<file path="src/logic/cic_pkg.sv">
// Constants, field layout and carrier types of the core interrupt control
// register. Assumes a 9-bit banked file address and 8-bit data path.
package cic_pkg;

  localparam int unsigned ADDR_W = 9;
  localparam int unsigned DATA_W = 8;
  localparam int unsigned NUM_SRC = 3;

  // Control register mirrors, one per bank
  localparam logic [ADDR_W-1:0] CTRL_ADDR_BANK0 = 9'h00b;
  localparam logic [ADDR_W-1:0] CTRL_ADDR_BANK1 = 9'h08b;
  localparam logic [ADDR_W-1:0] CTRL_ADDR_BANK2 = 9'h10b;
  localparam logic [ADDR_W-1:0] CTRL_ADDR_BANK3 = 9'h18b;

  // Event status (clear on read) and its mask
  localparam logic [ADDR_W-1:0] EVT_STAT_ADDR = 9'h18e;
  localparam logic [ADDR_W-1:0] EVT_MASK_ADDR = 9'h18f;

  // Control register bit positions
  localparam int unsigned BIT_GLOBAL_EN = 7;
  localparam int unsigned BIT_PERIPH_EN = 6;
  localparam int unsigned BIT_TIMER0_EN = 5;
  localparam int unsigned BIT_EDGE_EN = 4;
  localparam int unsigned BIT_PORT_EN = 3;
  localparam int unsigned BIT_TIMER0_FLAG = 2;
  localparam int unsigned BIT_EDGE_FLAG = 1;
  localparam int unsigned BIT_PORT_FLAG = 0;

  // Source index inside the flag and event vectors
  localparam int unsigned SRC_PORT = 0;
  localparam int unsigned SRC_EDGE = 1;
  localparam int unsigned SRC_TIMER0 = 2;

  // Reset values
  localparam logic [DATA_W-1:0] CTRL_RST = 8'h00;
  localparam logic [DATA_W-1:0] EVT_MASK_RST = 8'h00;
  localparam logic FLAG_RST = 1'b0;

  typedef struct packed {
    logic              wr;
    logic              rd;
    logic [ADDR_W-1:0] addr;
    logic [DATA_W-1:0] wdata;
  } cic_bus_req_s;

  typedef struct packed {
    logic timer0_overflow;
    logic port_change;
  } cic_src_evt_s;

endpackage : cic_pkg

</file>
<file path="src/logic/cic_sticky_bit.sv">
// One flag bit that hardware sets and software loads or clears.
// Assumes set, clr and ld come from logic on the same clock.
`timescale 1ns/1ps
`default_nettype none
module cic_sticky_bit #(
  parameter logic RST_VAL = 1'b0
) (
  // Clock and reset
  input  wire logic ref_clk,
  input  wire logic rst_n,
  input  wire logic ce,
  // Control
  input  wire logic set,
  input  wire logic clr,
  input  wire logic ld,
  input  wire logic ld_val,
  // State
  output logic      q
);

  logic q_reg;

  // Set wins so an event in the clearing cycle is kept
  always_ff @(posedge ref_clk or negedge rst_n) begin
    if (!rst_n) begin
      q_reg <= RST_VAL;
    end else if (ce) begin
      if (set) begin
        q_reg <= 1'b1;
      end else if (ld) begin
        q_reg <= ld_val;
      end else if (clr) begin
        q_reg <= 1'b0;
      end
    end
  end

  assign q = q_reg;

endmodule : cic_sticky_bit
`default_nettype wire

</file>
<file path="src/logic/cic_edge_sync.sv">
// Synchroniser and edge detector for the external edge interrupt pin.
// Assumes the pin is asynchronous to ref_clk.
`timescale 1ns/1ps
`default_nettype none
module cic_edge_sync (
  // Clock and reset
  input  wire logic ref_clk,
  input  wire logic rst_n,
  input  wire logic ce,
  // Pin and polarity
  input  wire logic pin,
  input  wire logic rising_sel,
  // Result
  output logic      level,
  output logic      edge_pulse
);

  logic s1_reg;
  logic s2_reg;
  logic s3_reg;
  logic filt_reg;
  logic filt_next;
  logic edge_reg;

  always_ff @(posedge ref_clk or negedge rst_n) begin
    if (!rst_n) begin
      s1_reg <= 1'b0;
      s2_reg <= 1'b0;
      s3_reg <= 1'b0;
    end else if (ce) begin
      s1_reg <= pin;
      s2_reg <= s1_reg;
      s3_reg <= s2_reg;
    end
  end

  // Only an agreed level counts, so a metastable sample cannot fire twice
  always_comb begin
    filt_next = filt_reg;
    if (s2_reg == s3_reg) begin
      filt_next = s3_reg;
    end
  end

  always_ff @(posedge ref_clk or negedge rst_n) begin
    if (!rst_n) begin
      filt_reg <= 1'b0;
      edge_reg <= 1'b0;
    end else if (ce) begin
      filt_reg <= filt_next;
      edge_reg <= (filt_next != filt_reg) && (filt_next == rising_sel);
    end
  end

  assign level = filt_reg;
  assign edge_pulse = edge_reg;

endmodule : cic_edge_sync
`default_nettype wire

</file>
<file path="src/logic/cic_ctrl.sv">
// Core interrupt control and status register with its request logic.
// Assumes the core reaches it over a strobed register port on ref_clk and
// that timer and port-change events come from logic on the same clock.
//
// Functional notes
// - Flags set regardless of any enable
// - One register mirrored at four bank addresses
// - Peripheral enable gates all peripheral requests
// - Every control bit readable and writable
// - Enables bits seven-three, flags two-zero
`timescale 1ns/1ps
`default_nettype none
module cic_ctrl
  import cic_pkg::*;
(
  // Clock, reset, enable
  input  wire logic         ref_clk,
  input  wire logic         rst_n,
  input  wire logic         ce,
  // Register port
  input  wire cic_bus_req_s bus_req,
  output logic [DATA_W-1:0] rd_data,
  // Interrupt sources
  input  wire cic_src_evt_s src_evt,
  input  wire logic         external_edge_input,
  input  wire logic         edge_rising_sel,
  input  wire logic         periph_irq_pend,
  // Core handshake
  input  wire logic         core_irq_ack,
  input  wire logic         core_irq_return,
  // Outputs
  output logic              core_irq_req,
  output logic [DATA_W-1:0] ctrl_value,
  output logic              evt_irq
);

  logic [NUM_SRC-1:0] src_set;
  logic [NUM_SRC-1:0] flag_q;
  logic [NUM_SRC-1:0] evt_q;
  logic               edge_pulse;

  logic               hit_ctrl;
  logic               hit_stat;
  logic               hit_mask;
  logic               ctrl_wr;
  logic               stat_rd;
  logic               mask_wr;

  logic               global_irq_enable_reg;
  logic               peripheral_irq_enable_reg;
  logic               timer0_overflow_irq_enable_reg;
  logic               edge_pin_irq_enable_reg;
  logic               port_change_irq_enable_reg;
  logic [NUM_SRC-1:0] evt_mask_reg;

  logic [DATA_W-1:0]  interrupt_control_reg;
  logic [DATA_W-1:0]  rd_data_reg;
  logic [DATA_W-1:0]  rd_data_next;
  logic [DATA_W-1:0]  stat_image;
  logic [DATA_W-1:0]  mask_image;
  logic               core_irq_req_reg;
  logic               core_irq_req_next;
  logic               evt_irq_reg;

  // External pin passes the synchroniser before it may set a flag
  cic_edge_sync u_edge_sync (
    .ref_clk    (ref_clk),
    .rst_n      (rst_n),
    .ce         (ce),
    .pin        (external_edge_input),
    .rising_sel (edge_rising_sel),
    .level      (),
    .edge_pulse (edge_pulse)
  );

  // Map source strobes onto the flag index
  always_comb begin
    src_set             = '0;
    src_set[SRC_TIMER0] = src_evt.timer0_overflow;
    src_set[SRC_EDGE]   = edge_pulse;
    src_set[SRC_PORT]   = src_evt.port_change;
  end

  always_comb begin
    hit_ctrl = 1'b0;
    hit_stat = 1'b0;
    hit_mask = 1'b0;
    if (bus_req.addr == CTRL_ADDR_BANK0) begin
      hit_ctrl = 1'b1;
    end else if (bus_req.addr == CTRL_ADDR_BANK1) begin
      hit_ctrl = 1'b1;
    end else if (bus_req.addr == CTRL_ADDR_BANK2) begin
      hit_ctrl = 1'b1;
    end else if (bus_req.addr == CTRL_ADDR_BANK3) begin
      hit_ctrl = 1'b1;
    end else if (bus_req.addr == EVT_STAT_ADDR) begin
      hit_stat = 1'b1;
    end else if (bus_req.addr == EVT_MASK_ADDR) begin
      hit_mask = 1'b1;
    end
  end

  // Strobes qualified by decode; unmapped addresses fall through
  assign ctrl_wr = bus_req.wr && hit_ctrl;
  assign stat_rd = bus_req.rd && hit_stat;
  assign mask_wr = bus_req.wr && hit_mask;

  // Flags live in bits two to zero; one cell per source
  genvar gi;
  generate
    for (gi = 0; gi < NUM_SRC; gi++) begin : g_flag
      cic_sticky_bit #(
        .RST_VAL (FLAG_RST)
      ) u_flag (
        .ref_clk (ref_clk),
        .rst_n   (rst_n),
        .ce      (ce),
        .set     (src_set[gi]),
        .clr     (1'b0),
        .ld      (ctrl_wr),
        .ld_val  (bus_req.wdata[gi]),
        .q       (flag_q[gi])
      );
      // Event status, cleared by reading it
      cic_sticky_bit #(
        .RST_VAL (FLAG_RST)
      ) u_evt (
        .ref_clk (ref_clk),
        .rst_n   (rst_n),
        .ce      (ce),
        .set     (src_set[gi]),
        .clr     (stat_rd),
        .ld      (1'b0),
        .ld_val  (1'b0),
        .q       (evt_q[gi])
      );
    end
  endgenerate

  always_ff @(posedge ref_clk or negedge rst_n) begin
    if (!rst_n) begin
      peripheral_irq_enable_reg <= CTRL_RST[BIT_PERIPH_EN];
    end else if (ce) begin
      if (ctrl_wr) begin
        peripheral_irq_enable_reg <= bus_req.wdata[BIT_PERIPH_EN];
      end
    end
  end

  always_ff @(posedge ref_clk or negedge rst_n) begin
    if (!rst_n) begin
      timer0_overflow_irq_enable_reg <= CTRL_RST[BIT_TIMER0_EN];
    end else if (ce) begin
      if (ctrl_wr) begin
        timer0_overflow_irq_enable_reg <= bus_req.wdata[BIT_TIMER0_EN];
      end
    end
  end

  always_ff @(posedge ref_clk or negedge rst_n) begin
    if (!rst_n) begin
      edge_pin_irq_enable_reg <= CTRL_RST[BIT_EDGE_EN];
    end else if (ce) begin
      if (ctrl_wr) begin
        edge_pin_irq_enable_reg <= bus_req.wdata[BIT_EDGE_EN];
      end
    end
  end

  always_ff @(posedge ref_clk or negedge rst_n) begin
    if (!rst_n) begin
      port_change_irq_enable_reg <= CTRL_RST[BIT_PORT_EN];
    end else if (ce) begin
      if (ctrl_wr) begin
        port_change_irq_enable_reg <= bus_req.wdata[BIT_PORT_EN];
      end
    end
  end

  // Core acknowledge drops the global enable to block nesting; it wins
  // over a software write in the same cycle
  always_ff @(posedge ref_clk or negedge rst_n) begin
    if (!rst_n) begin
      global_irq_enable_reg <= CTRL_RST[BIT_GLOBAL_EN];
    end else if (ce) begin
      if (core_irq_ack) begin
        global_irq_enable_reg <= 1'b0;
      end else if (core_irq_return) begin
        global_irq_enable_reg <= 1'b1;
      end else if (ctrl_wr) begin
        global_irq_enable_reg <= bus_req.wdata[BIT_GLOBAL_EN];
      end
    end
  end

  // Mask gates only the status interrupt, never the core request
  always_ff @(posedge ref_clk or negedge rst_n) begin
    if (!rst_n) begin
      evt_mask_reg <= EVT_MASK_RST[NUM_SRC-1:0];
    end else if (ce) begin
      if (mask_wr) begin
        evt_mask_reg <= bus_req.wdata[NUM_SRC-1:0];
      end
    end
  end

  // Image of the register as software sees it
  always_comb begin
    interrupt_control_reg                  = '0;
    interrupt_control_reg[BIT_GLOBAL_EN]   = global_irq_enable_reg;
    interrupt_control_reg[BIT_PERIPH_EN]   = peripheral_irq_enable_reg;
    interrupt_control_reg[BIT_TIMER0_EN]   = timer0_overflow_irq_enable_reg;
    interrupt_control_reg[BIT_EDGE_EN]     = edge_pin_irq_enable_reg;
    interrupt_control_reg[BIT_PORT_EN]     = port_change_irq_enable_reg;
    interrupt_control_reg[BIT_TIMER0_FLAG] = flag_q[SRC_TIMER0];
    interrupt_control_reg[BIT_EDGE_FLAG]   = flag_q[SRC_EDGE];
    interrupt_control_reg[BIT_PORT_FLAG]   = flag_q[SRC_PORT];
  end

  // Status and mask sit in the low bits; upper bits read 0
  always_comb begin
    stat_image              = '0;
    mask_image              = '0;
    stat_image[NUM_SRC-1:0] = evt_q;
    mask_image[NUM_SRC-1:0] = evt_mask_reg;
  end

  always_comb begin
    rd_data_next = '0;
    if (bus_req.rd) begin
      if (hit_ctrl) begin
        rd_data_next = interrupt_control_reg;
      end else if (hit_stat) begin
        rd_data_next = stat_image;
      end else if (hit_mask) begin
        rd_data_next = mask_image;
      end
    end
  end

  // Read data stand for one cycle only, zero otherwise
  always_ff @(posedge ref_clk or negedge rst_n) begin
    if (!rst_n) begin
      rd_data_reg <= '0;
    end else if (ce) begin
      rd_data_reg <= rd_data_next;
    end
  end

  always_comb begin
    core_irq_req_next = 1'b0;
    if (global_irq_enable_reg) begin
      if (timer0_overflow_irq_enable_reg && flag_q[SRC_TIMER0]) begin
        core_irq_req_next = 1'b1;
      end
      if (edge_pin_irq_enable_reg && flag_q[SRC_EDGE]) begin
        core_irq_req_next = 1'b1;
      end
      if (port_change_irq_enable_reg && flag_q[SRC_PORT]) begin
        core_irq_req_next = 1'b1;
      end
      if (peripheral_irq_enable_reg && periph_irq_pend) begin
        core_irq_req_next = 1'b1;
      end
    end
  end

  // Registered so the core sees a glitch-free level; costs one cycle
  always_ff @(posedge ref_clk or negedge rst_n) begin
    if (!rst_n) begin
      core_irq_req_reg <= 1'b0;
    end else if (ce) begin
      core_irq_req_reg <= core_irq_req_next;
    end
  end

  // Status interrupt trails the status bits by one cycle
  always_ff @(posedge ref_clk or negedge rst_n) begin
    if (!rst_n) begin
      evt_irq_reg <= 1'b0;
    end else if (ce) begin
      evt_irq_reg <= |(evt_q & evt_mask_reg);
    end
  end

  assign rd_data      = rd_data_reg;
  assign ctrl_value   = interrupt_control_reg;
  assign core_irq_req = core_irq_req_reg;
  assign evt_irq      = evt_irq_reg;

endmodule : cic_ctrl
`default_nettype wire

</file>
<file path="config.mk">
export PLATFORM = sky130hd
export DESIGN_NAME = cic_ctrl
export DESIGN_NICKNAME = d
export VERILOG_FILES = /design/src/logic/cic_pkg.sv /design/src/logic/cic_sticky_bit.sv /design/src/logic/cic_edge_sync.sv /design/src/logic/cic_ctrl.sv
export SDC_FILE = /design/constraint.sdc
export NUM_CORES = 1
export LEC_CHECK = 0
export BUFFER_PORTS_ARGS = -buffer_cell sky130_fd_sc_hd__buf_2
export CELL_PAD_IN_SITES_DETAIL_PLACEMENT = 1
export CELL_PAD_IN_SITES_GLOBAL_PLACEMENT = 1
export CORE_AREA = 2 2 74 76
export CTS_BUF_LIST = sky130_fd_sc_hd__clkbuf_16
export CTS_CLUSTER_DIAMETER = 150
export DETAILED_ROUTE_END_ITERATION = 7
export DIE_AREA = 0 0 76 78
export GPL_ROUTABILITY_DRIVEN = 0
export PLACE_DENSITY_LB_ADDON = 0.05
export SYNTH_ARGS = -nofsm -noshare
export SYNTH_HDL_FRONTEND = slang
export SYNTH_SLANG_ARGS = --single-unit
</file>
<file path="constraint.sdc">
create_clock -name ref_clk -period 1.2 [get_ports ref_clk]
set_input_delay 0.06 -clock ref_clk [delete_from_list [all_inputs] [get_ports ref_clk]]
set_output_delay 0.06 -clock ref_clk [all_outputs]
set_load 0.05 [all_outputs]
</file>
==> metrics, run 1 <==
slew margin rel. 0.7492; die area 5928 um2; P_leak 0.9756 nW; Worst-path clk slew 40 ps; synthesized area 1503 um2; layout cell share with drive strength beyond 1 0.4641; Crit path buffers/inverters 0; WL met2 2154 um; Seq/Total Area, Yosys 0.4829; startpoint types flip-flop; Switching Share 0.2817; Net Switching 786.5 uW; Port-buffer cells 46; row count 26; hold path start external_edge_input; Nets 210; initial antenna violation count 0; clock share of power 0.394; Syn Area/Cell 11.56 um2; Initial Utilization 0.2980; Slew Limit Fails 0; DRT Pass-1 Iters 4; P_int 2.005 mW; fin worst setup slack 31.28 ps; GR Overflow Total 0; clk sinks 29; H-tree levels 2; Setup WS pre-CTS -166.2 ps; Synth cell types 36; vias in the first global route 1294; WL met1 1756 um; CP Cell Sequence or4b_4 -> a31oi_1; final hold vios 0; drt wl/cell 16.51 um; peak supply drop 0.0006670 V; maxcap violations 0; TritonCTS clock tree yes; Max Used Layer met4; Core Region 5042 um2; Final period util 0.9739; hpwl dp 3227 um; clk_lat worst skew 270 ps; asr flop ratio synth 1.000; Die H 78 um; Setup crit end kind flip-flop; drc violations 0; total vias in the final route 1229; CP peak stage delay 530 ps; Yosys reg bits 29; all-layer global routing usage 0.1520; Comb pwr share 0.198; Yosys warning count 0; CTS Buffer Depth 2; worst-margin pin slew 376.1 ps; area delta synth->final 30.97%; Post-synth EDFFs 0; outcome completed; Gate Count Post-Synth 130; CTS Root Cell clkbuf_16; Via-to-Cell Ratio 4.896; Slowest cell on crit path or4b_4; worst hold path class primary input to flip-flop; Synth Flop Type dfrtp_1; setup_tns 0 ps; reg2reg start u_edge_sync.s3_reg; critical path class flip-flop to flip-flop; largest delay contributor family on the critical path simple AND/OR/NAND/NOR gates; PostCTS Resize Cnt 0; Worst EP arrival 1350 ps; Final Util 0.3903; Critical Path RT 1380 ps; CP startpoint u_edge_sync.s3_reg; Die X 76 um; post-layout min period 1169 ps; Ant. Diodes 0; io pins 47; Num CTS Buffers 5; final wirelength 4145 um; worst-path maximum fanout 3; final setup vio count 0; Final Skew 4.702 ps; Post-Syn Nets 159; RSZ-0062 raised after global routing no; Initial DRC Count 39; largest net degree at the start of global routing 34; ANT nets after route 0; Met3 Wirelength 209 um; sequential power share 0.408; Largest register FFs 8; pwr dens 1418 nW/um2; FMAX 855.6 MHz; global-route wire length before repair 6865 um
==> synth_stat cells (all sizes together) (4+ instances only) <==
| library cell | count | area, um2 |
|---|---|---|
| a31o | 4 | 35.03 |
| dfrtp | 29 | 725.7 |
| nand4b | 4 | 35.03 |
| nor2 | 6 | 22.52 |
| o311a | 4 | 40.04 |
| mux2 | 9 | 101.4 |
| nor2b | 5 | 31.28 |
| buf | 11 | 75.07 |
| nand2 | 7 | 26.28 |
| inv | 5 | 18.77 |
| a22o | 5 | 43.79 |
| o21ai | 6 | 30.03 |
| or2 | 4 | 27.53 |
==> layout make-up <==
cell class / instances / area [um2]
clock buffers: 5 / 125.1
clock inverters: 2 / 7.507
fillers: 581 / 3074
inverters: 5 / 18.77
multi-input cells: 84 / 683.2
flip-flops and latches: 29 / 725.7
well taps: 70 / 87.58
repair buffers: 56 / 320.3
==> worst paths after layout <==
| check | endpoint | slack [ps] | cells past startpoint |
|---|---|---|---|
| setup / recovery | u_edge_sync.edge_pulse | 30 | 2 |
| hold / removal | u_edge_sync.s1_reg | 30 | 2 |
| setup reg to reg | u_edge_sync.edge_pulse | 30 | 2 |
| hold reg to reg | rd_data[2] | 490 | 1 |
| max in group asynchronous | rd_data[5] | 580 | 3 |
| min in group asynchronous | evt_irq | 330 | 3 |
==> kinds of logic after synthesis <==
| logic type | count (synthesis) | share of synthesized area |
|---|---|---|
| AO/OA/AOI/OAI | 36 | 0.1890 |
| flip-flops | 29 | 0.4829 |
| AND/OR/NAND/NOR | 39 | 0.1957 |
| multiplexers | 9 | 0.06745 |
| buffers and inverters | 17 | 0.06494 |
==> timing repair <==
action	CTS	global route
endpoints found under the setup margin	0	1
endpoints found under the hold margin	29	0
buffers inserted	0	1
hold buffers	1	0
==> worst register-to-register path: stages, from the launching register on <==
cell     delay (ps)
dfrtp_1         390
or4b_4          530
a31oi_1         170
==> cells in the final DEF (no fill, tap or decap), types with 4 or more instances in the layout <==
cell,instances
inv_1,6
buf_2,46
nand2_1,7
buf_4,8
clkbuf_16,5
o21ai_0,6
a31o_2,4
dfrtp_1,29
nand4b_1,4
a22o_1,5
mux2_2,9
nor2b_1,5
o311a_1,4
nor2_1,6
==> power by group through the flow <==
stage	clock network [mW]	registers, mW	logic, mW
floorplan	0	1.15	0.381
global placement	0	1.15	0.527
detailed placement	0	1.16	0.550
CTS	1.14	1.14	0.555
global route	1.20	1.15	0.593
finish	1.10	1.14	0.552
==> layer usage <==
layer / up-vias / global-route usage
met4: 0 / 0.05455
met3: 2 / 0.04535
met1: 610 / 0.1741
li1: 588 / -
met5: - / 0
met2: 29 / 0.2696
==> through the flow <==
| step | std cells | instance area (um2) | hold slack, ps | total power [mW] |
|---|---|---|---|---|
| after floorplan | 130 | 1506 | -235.6 | 1.530 |
| after global placement | 242 | 1818 | 91.77 | 1.680 |
| after detailed placement | 242 | 1818 | 96.40 | 1.706 |
| after CTS | 250 | 1961 | 24.72 | 2.834 |
| after global routing | 251 | 1968 | 27.78 | 2.944 |
| final | 251 | 1968 | 28.98 | 2.792 |
(Power assumes the default switching activity.)
==> run 2: changes to the inputs <==
Settings changed: CORE_AREA 2 2 74 76 to 2 2 73 75, DIE_AREA 0 0 76 78 to 0 0 75 77, SYNTH_HIERARCHICAL from default to 1.
==> run 2 against run 1 <==
  * The run now ends with setup timing left
  * Largest power group is now clock
  * Worst setup slack lost 45 ps
  * Utilization grew 4.4 points
  * Critical path depth grew 3
  * Synthesized cell count shrank 2.3%
  * First-iteration DRC count shrank 18%
  * Highest routed layer unchanged
  * Synthesized area shrank 4.0%
  * Die area shrank 2.6%
  * Critical path type is now primary input to flip-flop
==> metrics, run 2 <==
Die X 75 um; drc violations 0; final non-filler cell area 2162 um2; Syn Area/Cell 11.36 um2; outcome complete, but fails checks; Post-synth top cells dfrtp_1 (29), a22o_1 (13), nor2_1 (10), a21o_1 (7), o21ai_0 (7); Num CTS Buffers 5; Initial Utilization 0.2898; commonest non-fill, non-tap cell in the layout buf_2; Yosys reg bits 29; startpoint types primary input; count leader, synth dfrtp_1; mux share of post-synthesis cell area 0.08586; Final Skew 4.867 ps; Gate Count Post-Synth 127; Post-synth EDFFs 0; fillers 576; setup_tns -32.85 ps; TritonCTS clock tree yes; CTS Buffer Depth 2; area delta synth->final 49.87%; drt wl/cell 15.30 um; layout cell share with drive strength beyond 1 0.4757; Core Region 4977 um2; Largest register FFs 8; Synth Flop Type dfrtp_1; FMAX 823.7 MHz; largest area contributor in the netlist dfrtp_1; total power 2.982 mW; worst hold path class primary input to flip-flop; hpwl dp 3185 um; Hold EP port_change_irq_enable_reg; Post-Synth Simple-Gate Area 0.1422; Synth cell types 33; Nets 234; reg2reg start u_edge_sync/s3_reg; final hold vios 0; Ant. Diodes 0; critical path class primary input to flip-flop; post-layout min period 1214 ps; H-tree levels 2; Via-to-Cell Ratio 4.652; Final Util 0.4344; peak supply drop 0.0006317 V; Synth Area in XOR/XNOR 0; pwr dens 1379 nW/um2; main combinational cell family by area after synthesis compound AO/OA/AOI/OAI gates; ANT nets after route 0; clk sinks 29; Setup crit end kind flip-flop; Final period util 1.012; clk_lat worst skew 270 ps; P_leak 1.073 nW; Critical Path RT 1350 ps; initial antenna violation count 0; worst-path maximum fanout 3; Yosys warning count 6; row count 26; failing checks setup timing; RSZ-0062 raised after global routing yes; Worst EP arrival 1360 ps; Port-buffer cells 46; Hold Path Cell Cnt 2; GR Overflow Total 0; Slew Limit Fails 0; synthesized-area fraction occupied by adder cells 0; DRT Pass-1 Iters 4; synthesized area 1443 um2; asr flop ratio synth 1.000; reg2reg path depth 2; Area after DPL 1898 um2; Initial DRC Count 32; FF-to-FF End u_edge_sync/edge_pulse; Seq/Total Area, Yosys 0.5030; Die H 77 um; hold_ws 21.94 ps; commonest cells after routing, fill and taps aside buf_2 (44), dfrtp_1 (28), buf_4 (19); Worst-path clk slew 50 ps; total vias in the final route 1284; Synth Area in Compound Gates 0.2160; vias in the first global route 1371; final wirelength 4223 um; global-route wire length before repair 6672 um; all-layer global routing usage 0.1524; die area 5775 um2; largest net degree at the start of global routing 30; hold path start bus_req[3]; Synth area leaders dfrtp_1 (50%), a22o_1 (7.9%), mux2_2 (3.9%); fin worst setup slack -14.05 ps; Reg2Reg Setup Slack 70 ps; io pins 47; final setup vio count 3; CTS Root Cell clkbuf_16; maxcap violations 0; post-synth top area share 0.5030
-- run 2: cell types whose count changed after synthesis, moves of 4 or more --
cell	change
a211oi_1	+4
o311a_1	-4
nor2b_1	-5
a31o_2	-4
mux2_2	-4
a21o_1	+7
nor2_1	+4
a22o_1	+8
-- run 2: metal layers --
layer | track usage | share of wire | up-vias
met5 | 0 | 0 | -
li1 | - | - | 620
met1 | 0.2054 | 0.45 | 637
met2 | 0.2430 | 0.51 | 23
met4 | 0.04286 | 0.0073 | 0
met3 | 0.03285 | 0.035 | 4
-- run 2: metrics by stage --
step / instances / setup WS (ps)
2_1_floorplan: 138 / -156.3
3_3_place_gp: 264 / -292.4
3_5_place_dp: 264 / -339.1
4_1_cts: 273 / -1.491
5_1_grt: 276 / -40.72
6_report: 276 / -14.05
-- run 2: area by class of cell --
class                   instances  area [um2]  area share
multi-input cells              95       744.5      0.3443
clock buffers                   5       125.1     0.05787
well taps                      70       87.58     0.04051
clock inverters                 3       37.54     0.01736
inverters                       6       22.52     0.01042
flip-flops and latches         29       726.9      0.3362
repair buffers                 68       417.9      0.1933
-- run 2: power breakdown --
part	total [mW]	internal (mW)	switching [mW]	leakage, nW
clock network	1.36	0.961	0.402	0.0826
logic	0.487	0.212	0.275	0.618
registers	1.13	1.06	0.0736	0.372
-- run 2: how the worst max path moves through the flow --
stage / depth (start not counted) / end / from
3_3_place_gp: 7 / g_flag[2].u_flag/q / bus_req[12]
2_1_floorplan: 4 / timer0_overflow_irq_enable_reg / bus_req[12]
5_1_grt: 8 / g_flag[2].u_flag/q / bus_req[14]
3_5_place_dp: 7 / g_flag[2].u_flag/q / bus_req[12]
6_report: 5 / evt_mask_reg[2] / bus_req[14]
4_1_cts: 4 / timer0_overflow_irq_enable_reg / bus_req[12]
-- run 2: worst max-delay path: stages --
cell      delay (ps)
buf_6             90
nand2b_4         150
or3_4            380
or3_4            370
mux2_4           310
-- run 2: cell families after synthesis --
family	after synthesis
other	1
DFF	29
and+or+nand+nor	31
muxes	10
buffers and inverters	14
AOI/OAI and AO/OA	42
-- run 2: what timing repair did --
action,4_1_cts,5_1_grt
gates resized for setup,3,14
buffers inserted,0,3
pin swaps,0,9
endpoints found under the hold margin,26,0
hold buffers,1,0
setup endpoints to repair,5,16
